==> src/verilog/spdif_in_pkg.sv <==
// constants, register map and state types of the biphase transmitter input stage
package spdif_in_pkg;
	localparam int SAMPLE_W = 24;
	localparam int FIFO_W = 48;
	localparam int FIFO_DEPTH = 32;
	localparam int LEVEL_W = 6;
	localparam int ADDR_W = 8;
	localparam int DATA_W = 32;

	localparam logic [ADDR_W-1:0] ADDR_CTRL = 8'h00;
	localparam logic [ADDR_W-1:0] ADDR_STATUS = 8'h04;
	localparam logic [ADDR_W-1:0] ADDR_LEFT = 8'h08;
	localparam logic [ADDR_W-1:0] ADDR_RIGHT = 8'h0C;
	localparam int CTRL_BITS = 6;
	localparam int STATUS_OVF_BIT = 16;

	localparam logic [1:0] FMT_I2S = 2'h0;
	localparam logic [1:0] FMT_LEFT_JUST = 2'h1;
	localparam logic [1:0] FMT_RIGHT_JUST = 2'h2;

	localparam logic [1:0] WSEL_16 = 2'h0;
	localparam logic [1:0] WSEL_18 = 2'h1;
	localparam logic [1:0] WSEL_20 = 2'h2;
	localparam logic [1:0] WSEL_24 = 2'h3;
	localparam logic [5:0] WORD_16 = 6'h10;
	localparam logic [5:0] WORD_18 = 6'h12;
	localparam logic [5:0] WORD_20 = 6'h14;
	localparam logic [5:0] WORD_24 = 6'h18;
	localparam logic [5:0] HALF_FRAME_BITS = 6'h20;
	localparam logic [5:0] BIT_COUNT_MAX = 6'h3F;

	// oversampling ratio over biphase clock rate (128 x frame rate)
	localparam logic [1:0] OS_DIV_256 = 2'h2;
	localparam logic [1:0] OS_DIV_384 = 2'h3;

	typedef struct packed {
		logic psel;
		logic penable;
		logic pwrite;
		logic [ADDR_W-1:0] paddr;
		logic [DATA_W-1:0] pwdata;
	} apb_req_type;

	typedef struct packed {
		logic pready;
		logic pslverr;
		logic [DATA_W-1:0] prdata;
	} apb_rsp_type;

	typedef struct packed {
		logic ratio_384;
		logic [1:0] width_sel;
		logic [1:0] format;
		logic enable;
	} ctrl_type;

	typedef struct packed {
		logic [2:0] bclk_sync;
		logic [1:0] lr_sync;
		logic [1:0] data_sync;
		logic [2:0] osc_sync;
		logic lr_prev;
		logic started;
		logic [5:0] bit_count;
		logic [SAMPLE_W-1:0] shift;
		logic [SAMPLE_W-1:0] left_word;
		logic left_valid;
		logic [1:0] div_count;
		logic biphase_tick;
		logic overflow;
		ctrl_type ctrl;
		apb_rsp_type rsp;
	} top_state_type;

	localparam top_state_type TOP_RESET = '0;
endpackage : spdif_in_pkg

==> src/verilog/spdif_tx_serial_input_formatter.sv <==
// serial audio input formatter, sample fifo and oversampling clock divider
//
// Decided for this implementation: the APB interface to the registers and the register addresses.
`timescale 1ns/10ps
`default_nettype none

module sample_fifo #(
	parameter int WIDTH = 48,
	parameter int DEPTH = 32,
	parameter int LVL_W = 6
) (
	input wire logic i_clk_sys,
	input wire logic i_srst,
	input wire logic i_in_valid,
	output logic o_in_ready,
	input wire logic [WIDTH-1:0] i_in_data,
	output logic o_out_valid,
	input wire logic i_out_ready,
	output logic [WIDTH-1:0] o_out_data,
	output logic [LVL_W-1:0] o_level
);
	localparam int PTR_W = $clog2(DEPTH);
	localparam logic [LVL_W-1:0] FULL_LEVEL = LVL_W'(DEPTH);

	typedef struct packed {
		logic [DEPTH-1:0][WIDTH-1:0] mem;
		logic [PTR_W-1:0] wr_ptr;
		logic [PTR_W-1:0] rd_ptr;
		logic [LVL_W-1:0] level;
	} fifo_state_type;

	fifo_state_type r;
	fifo_state_type next_r;
	logic push;
	logic pop;

	// level is one bit wider than the pointers, so full and empty differ
	assign o_in_ready = (r.level != FULL_LEVEL);
	assign o_out_valid = (r.level != '0);
	assign o_out_data = r.mem[r.rd_ptr];
	assign o_level = r.level;

	always_comb begin
		next_r = r;
		push = i_in_valid && o_in_ready;
		pop = i_out_ready && o_out_valid;
		if (push) begin
			next_r.mem[r.wr_ptr] = i_in_data;
			next_r.wr_ptr = r.wr_ptr + PTR_W'(1);
		end
		if (pop) begin
			next_r.rd_ptr = r.rd_ptr + PTR_W'(1);
		end
		if (push && !pop) begin
			next_r.level = r.level + LVL_W'(1);
		end else if (pop && !push) begin
			next_r.level = r.level - LVL_W'(1);
		end
	end

	always_ff @(posedge i_clk_sys) begin
		if (i_srst) begin
			r <= '0;
		end else begin
			r <= next_r;
		end
	end
endmodule : sample_fifo

module spdif_tx_serial_input_formatter (
	input wire logic i_clk_sys,
	input wire logic i_srst,
	input wire spdif_in_pkg::apb_req_type i_apb,
	output spdif_in_pkg::apb_rsp_type o_apb,
	input wire logic i_bit_clock,
	input wire logic i_channel_select,
	input wire logic i_serial_data,
	input wire logic i_oversampling_clock,
	output logic o_biphase_tick
);
	import spdif_in_pkg::*;

	top_state_type r;
	top_state_type next_r;
	logic fifo_in_ready;
	logic fifo_out_valid;
	logic [FIFO_W-1:0] fifo_out_data;
	logic [LEVEL_W-1:0] fifo_level;
	logic push;
	logic pop;

	always_comb begin
		logic bclk_rise;
		logic osc_rise;
		logic lr;
		logic lr_edge;
		logic prev_left;
		logic in_range;
		logic setup;
		logic access;
		logic ovf_set;
		logic ovf_clr;
		logic [5:0] cnt;
		logic [5:0] word_w;
		logic [5:0] msb_pos;
		logic [1:0] div;
		logic [SAMPLE_W-1:0] base;
		logic [DATA_W-1:0] rdata;
		logic mapped;
		next_r = r;
		bclk_rise = 1'b0;
		osc_rise = 1'b0;
		lr = 1'b0;
		lr_edge = 1'b0;
		prev_left = 1'b0;
		in_range = 1'b0;
		ovf_set = 1'b0;
		ovf_clr = 1'b0;
		cnt = '0;
		base = '0;
		rdata = '0;
		mapped = 1'b0;
		setup = 1'b0;
		access = 1'b0;
		word_w = WORD_16;
		msb_pos = '0;
		div = OS_DIV_256;
		push = 1'b0;
		pop = 1'b0;

		// first stage of each synchroniser feeds only the second
		next_r.bclk_sync = {r.bclk_sync[1:0], i_bit_clock};
		next_r.lr_sync = {r.lr_sync[0], i_channel_select};
		next_r.data_sync = {r.data_sync[0], i_serial_data};
		next_r.osc_sync = {r.osc_sync[1:0], i_oversampling_clock};
		bclk_rise = r.bclk_sync[1] && !r.bclk_sync[2];
		osc_rise = r.osc_sync[1] && !r.osc_sync[2];

		case (r.ctrl.width_sel)
			WSEL_16: word_w = WORD_16;
			WSEL_18: word_w = WORD_18;
			WSEL_20: word_w = WORD_20;
			WSEL_24: word_w = WORD_24;
			default: word_w = WORD_16;
		endcase
		case (r.ctrl.format)
			FMT_LEFT_JUST: msb_pos = 6'h00;
			FMT_RIGHT_JUST: msb_pos = HALF_FRAME_BITS - word_w;
			default: msb_pos = 6'h01;
		endcase

		// lr_prev tracks even while disabled, so enabling mid-word sees no false edge
		if (bclk_rise) begin
			lr = r.lr_sync[1];
			lr_edge = (lr != r.lr_prev);
			next_r.lr_prev = lr;
			// count saturates so a long half never wraps onto a word
			if (r.ctrl.enable) begin
				if (lr_edge) begin
					cnt = '0;
				end else if (r.bit_count == BIT_COUNT_MAX) begin
					cnt = BIT_COUNT_MAX;
				end else begin
					cnt = r.bit_count + 6'h01;
				end
				base = lr_edge ? '0 : r.shift;
				in_range = (cnt >= msb_pos) && (cnt < msb_pos + word_w);
				next_r.shift = in_range ? {base[SAMPLE_W-2:0], r.data_sync[1]} : base;
				next_r.bit_count = cnt;
				if (lr_edge) begin
					next_r.started = 1'b1;
					// I2S has left on low select, the justified modes on high
					prev_left = (r.ctrl.format == FMT_LEFT_JUST ||
						r.ctrl.format == FMT_RIGHT_JUST) ? r.lr_prev : !r.lr_prev;
					if (r.started) begin
						if (prev_left) begin
							next_r.left_word = r.shift;
							next_r.left_valid = 1'b1;
						end else if (r.left_valid) begin
							push = 1'b1;
							next_r.left_valid = 1'b0;
						end
					end
				end
			end
		end
		if (!r.ctrl.enable) begin
			next_r.started = 1'b0;
			next_r.left_valid = 1'b0;
			next_r.bit_count = '0;
		end
		ovf_set = push && !fifo_in_ready;

		// divider restarts when disabled, so the first tick is a whole period
		div = r.ctrl.ratio_384 ? OS_DIV_384 : OS_DIV_256;
		next_r.biphase_tick = 1'b0;
		if (osc_rise && r.ctrl.enable) begin
			if (r.div_count >= div - 2'h1) begin
				next_r.div_count = '0;
				next_r.biphase_tick = 1'b1;
			end else begin
				next_r.div_count = r.div_count + 2'h1;
			end
		end else if (!r.ctrl.enable) begin
			next_r.div_count = '0;
		end

		// answer is staged in the setup cycle, so pready and prdata leave flops
		setup = i_apb.psel && !i_apb.penable;
		access = i_apb.psel && i_apb.penable && r.rsp.pready;
		// empty fifo reads as zero, never a stale head
		case (i_apb.paddr)
			ADDR_CTRL: begin
				mapped = 1'b1;
				rdata = DATA_W'(r.ctrl);
			end
			ADDR_STATUS: begin
				mapped = 1'b1;
				rdata = DATA_W'({r.overflow, 9'h000, fifo_out_valid, fifo_level});
			end
			ADDR_LEFT: begin
				mapped = 1'b1;
				if (fifo_out_valid) begin
					rdata = DATA_W'(fifo_out_data[FIFO_W-1:SAMPLE_W]);
				end
			end
			ADDR_RIGHT: begin
				mapped = 1'b1;
				if (fifo_out_valid) begin
					rdata = DATA_W'(fifo_out_data[SAMPLE_W-1:0]);
				end
			end
			default: begin
				mapped = 1'b0;
				rdata = '0;
			end
		endcase
		next_r.rsp.pready = setup;
		next_r.rsp.prdata = setup ? rdata : '0;
		next_r.rsp.pslverr = setup && !mapped;
		// sample words are read only; writes there fall away
		if (access && i_apb.pwrite) begin
			case (i_apb.paddr)
				ADDR_CTRL: begin
					next_r.ctrl = ctrl_type'(i_apb.pwdata[CTRL_BITS-1:0]);
				end
				ADDR_STATUS: begin
					ovf_clr = i_apb.pwdata[STATUS_OVF_BIT];
				end
				default: begin
					ovf_clr = 1'b0;
				end
			endcase
		end
		// reading the right word retires the pair
		if (access && !i_apb.pwrite && i_apb.paddr == ADDR_RIGHT) begin
			pop = fifo_out_valid;
		end
		// a new overflow beats a clear in the same cycle
		next_r.overflow = (r.overflow && !ovf_clr) || ovf_set;
	end

	always_ff @(posedge i_clk_sys) begin
		if (i_srst) begin
			r <= TOP_RESET;
		end else begin
			r <= next_r;
		end
	end

	// a full fifo refuses the pair; the drop shows as the overflow flag
	sample_fifo #(
		.WIDTH(FIFO_W),
		.DEPTH(FIFO_DEPTH),
		.LVL_W(LEVEL_W)
	) u_fifo (
		.i_clk_sys(i_clk_sys),
		.i_srst(i_srst),
		.i_in_valid(push),
		.o_in_ready(fifo_in_ready),
		.i_in_data({r.left_word, r.shift}),
		.o_out_valid(fifo_out_valid),
		.i_out_ready(pop),
		.o_out_data(fifo_out_data),
		.o_level(fifo_level)
	);

	assign o_apb = r.rsp;
	assign o_biphase_tick = r.biphase_tick;
endmodule : spdif_tx_serial_input_formatter

`default_nettype wire

==> config.mk <==
export PLATFORM = sky130hd
export DESIGN_NAME = spdif_tx_serial_input_formatter
export DESIGN_NICKNAME = d
export VERILOG_FILES = /design/src/verilog/spdif_in_pkg.sv /design/src/verilog/spdif_tx_serial_input_formatter.sv
export SDC_FILE = /design/constraint.sdc
export NUM_CORES = 2
export LEC_CHECK = 0
export ABC_AREA = 0
export BUFFER_PORTS_ARGS = -buffer_cell sky130_fd_sc_hd__buf_2
export CAP_MARGIN = 20
export CORE_MARGIN = 5
export CORE_UTILIZATION = 60
export DETAILED_ROUTE_END_ITERATION = 8
export MAX_ROUTING_LAYER = met4
export PLACE_DENSITY = 0.8
export SLEW_MARGIN = 25
export SYNTH_ARGS = -nofsm -noshare
export SYNTH_HDL_FRONTEND = slang
export SYNTH_SLANG_ARGS = --single-unit
==> constraint.sdc <==
create_clock -name i_clk_sys -period 8.4 [get_ports i_clk_sys]
set_clock_uncertainty 0.05 [all_clocks]
set_input_delay 0.84 -clock i_clk_sys [delete_from_list [all_inputs] [get_ports i_clk_sys]]
set_output_delay 0.84 -clock i_clk_sys [all_outputs]
set_load 0.005 [all_outputs]
==> results.yml <==
cts:
  cts_buffer_depth: 3
  clock_latency_ps: 810
  cts_hold_buffers: 0
  post_cts_buffers: 0
  cts_tree: "done"
  cts.sink_count: 1655
  cts-root-buf: "clkbuf_16"
  cts_resized: 0
  clk_pin_slew_ps: 60
  htreeDepth: 4
  cts_buffers: 163
synthesis:
  synth-edff-count: 0
  synthesis.instances: 8314
  syn_area_per_cell_um2: 8.50
  synth-main-ff-cell: "dfxtp_1"
  synth.distinct_cells: 66
  syn_area_um2: 70700
  ys_ff_latch: 1655
  synthArstFlopShare_pct: 0
  seq_area_frac_synth_pct: 46.9
  yosysWarnings: 0
power:
  p_leak_uw: 0.0236
  power_density_nw_per_um2: 209
  p_switching_uw: 3380
  combPwrFrac_pct: 1.0
  p_int_uw: 12400
  switching_share_pct: 21.4
  vdd_drop_max_v: 0.000209
  seq_power_share_pct: 49.6
  clkPwrFrac_pct: 49.4
route:
  ant_nets: 0
  drtIter0Drc: 11800
  via_per_inst: 6.60
  drt-pass1-iter-count: 9
  drc: 8
  dr_total_vias: 62400
  wirelength_um: 239000
  routedWlPerCell_um: 25.3
global_route:
  grt_pass1_wl_um: 356000
  gr-total-overflow: 0
  track_usage_pct: 38.0
  grt_max_degree: 235
  antenna_found_initial: 8
  grt_pass1_vias: 59700
sta:
  drv_slew: 0
  hold_viol: 0
  setup_viol: 0
  min_period_ps: 4690
  final.setup.tns_ps: 0
  max_freq_ghz: 0.213
  rsz0062_at_grt: "no"
  worst_slew_pin_slew_ps: 1190
  final.period_utilization_pct: 55.8
  whs_ps: 205
  setup_ws_ps: 3710
  relSlewSlack_pct: 20.4
floorplanning:
  core-area_um2: 117000
  die_x_um: 353
  die_h_um: 353
  io_pins: 84
  initial_core_util_pct: 60.2
  fp-row-count: 126
  die_area_um2: 125000
job:
  drv_cap: 0
placed_design:
  io_buffers: 50
  dpl-instance-area_um2: 69800
  place_congestion: 0.873
  pre_cts_slack_ps: 3950
  place.detailed.hpwl_um: 125000
setup_path:
  critical_path_arrival_ps: 5360
  worstPathRequired_ps: 9070
  worstSetupStartpointType: "flip-flop"
  path_max_fanout: 26
  cp-end-kind: "flip-flop"
  path_class: "flip-flop to flip-flop"
finish:
  post-route-cell-area_um2: 75600
  layout-drive-gt1-share_pct: 12.1
  layout.nets: 7862
  fin_util_pct: 64.4
  n_fill_cell: 9001
  area_growth_pct: 7.00
worst_hold_path:
  hold_path.class: "input pin to flip-flop"
outcome:
  status: "finished, violations left"
  violations: "design-rule violations"
-- power by group through the flow --
stage          Combinational (uW)  Clock (uW)  Sequential [uW]
2_1_floorplan                 117           0             8030
3_3_place_gp                  144           0             8020
3_5_place_dp                  145           0             8020
4_1_cts                       146        7800             7850
5_1_grt                       163        8140             7850
6_report                      154        7810             7850
-- kinds of logic (layout without fill, tap and decap cells) --
group,count (synthesis),in the layout,share of synthesized area (%)
xor+xnor,19,19,0.262
flops,1655,1655,46.9
buf+inv,900,490,6.11
simple gates,3427,3427,18.9
compound gates,1810,1810,13.4
other cells,1,17,0.00531
fa+ha+maj,33,33,0.605
mux,469,469,13.9
-- sequential cells by signal, indices dropped and copies added, names as in the netlist --
name / count
o_biphase_tick: 1
o_apb: 26
next_r: 6
u_fifo.r: 1546
r: 70
u_fifo.o_level: 6
-- worst max-delay path: stages, from the launching register on --
cell,delay (ps)
dfxtp_1,380
inv_1,100
ha_1,380
xnor2_1,410
nand4_4,310
nor3b_4,1010
and2_2,1010
buf_4,550
nand2_1,140
a21oi_1,180
-- Yosys cell counts (6+ instances only) --
master,instances,area [um2]
or3_1,8,50.1
inv_1,19,71.3
buf_1,13,48.8
nor2b_1,24,150
buf_6,20,225
nand4_1,6,37.5
a22o_1,25,219
buf_4,124,931
xor2_1,7,61.3
nand2b_1,14,87.6
nor2_1,50,188
nand3_1,8,40.0
nor3b_1,6,45.0
mux4_2,408,9190
o22ai_1,68,425
xnor2_1,11,96.3
and2_1,29,181
ha_1,31,388
a21oi_1,1605,8030
clkbuf_1,461,1730
nor3_1,37,185
a211oi_1,23,173
nand2_1,3212,12100
mux2i_1,60,601
a22oi_1,30,225
dfxtp_1,1655,33100
buf_2,261,1310
o21ai_0,23,115
-- metal layers --
layer | GRT usage [%] | share of wire, % | vias up
met5 | - | 0 | -
met4 | 22.5 | 6.9 | 0
met3 | 12.3 | 16 | 1183
met2 | 54.2 | 42 | 5024
met1 | 47.2 | 34 | 29600
li1 | - | - | 26700
-- final timing paths --
kind / cells past startpoint / slack [ps] / startpoint / end
min reg2reg: 1 / 390 / next_r[102]$_SDFF_PP0_ / next_r[103]$_SDFF_PP0_
max reg2reg: 9 / 3710 / r[35]$_SDFFE_PP0P_ / u_fifo.r[1156]$_SDFFE_PP0P_
min: 2 / 200 / i_bit_clock / next_r[109]$_SDFF_PP0_
max: 9 / 3710 / r[35]$_SDFFE_PP0P_ / u_fifo.r[1156]$_SDFFE_PP0P_
-- layout make-up --
| type | count | area, um2 | area share, % |
|---|---|---|---|
| antenna | 9 | 22.5 | 0.0298 |
| clock buffer | 240 | 4760 | 6.30 |
| clock inverter | 56 | 947 | 1.25 |
| inverter | 20 | 76.3 | 0.101 |
| multi-input combinational | 5766 | 33400 | 44.2 |
| sequential | 1655 | 33200 | 43.9 |
| tap | 1536 | 1920 | 2.54 |
| timing repair buffer | 174 | 1290 | 1.71 |
-- stage by stage --
stage / power (uW) / std cells
2_1_floorplan: 8140 / 8321
3_3_place_gp: 8170 / 9150
3_5_place_dp: 8170 / 9150
4_1_cts: 15800 / 9446
5_1_grt: 16100 / 9454
6_report: 15800 / 9456
-- cell usage in the layout, fill, tap and decap left out, types with 11 or more instances in the layout --
cell type  netlist  routed
o21ai_0         23      23
nand2b_1        14      14
nor2_1          50      48
mux2i_1         60      60
buf_2          261      49
dfxtp_1       1655    1622
clkbuf_8         0      35
a22o_1          25      25
nand2_2          0      33
inv_1           19      19
clkbuf_16        0     165
a21oi_1       1605    1604
and2_2           1      27
dfxtp_2          0      30
bufinv_16        0      20
clkbuf_1       461      40
ha_1            31      31
xnor2_1         11      11
buf_4          124     115
nor3_1          37      36
clkinv_2         0      16
a22oi_1         30      30
o22ai_1         68      68
nand2_1       3212    3179
a211oi_1        23      23
mux4_2         408     408
nor2b_1         24      22
Power figures use the tool's default switching activity.
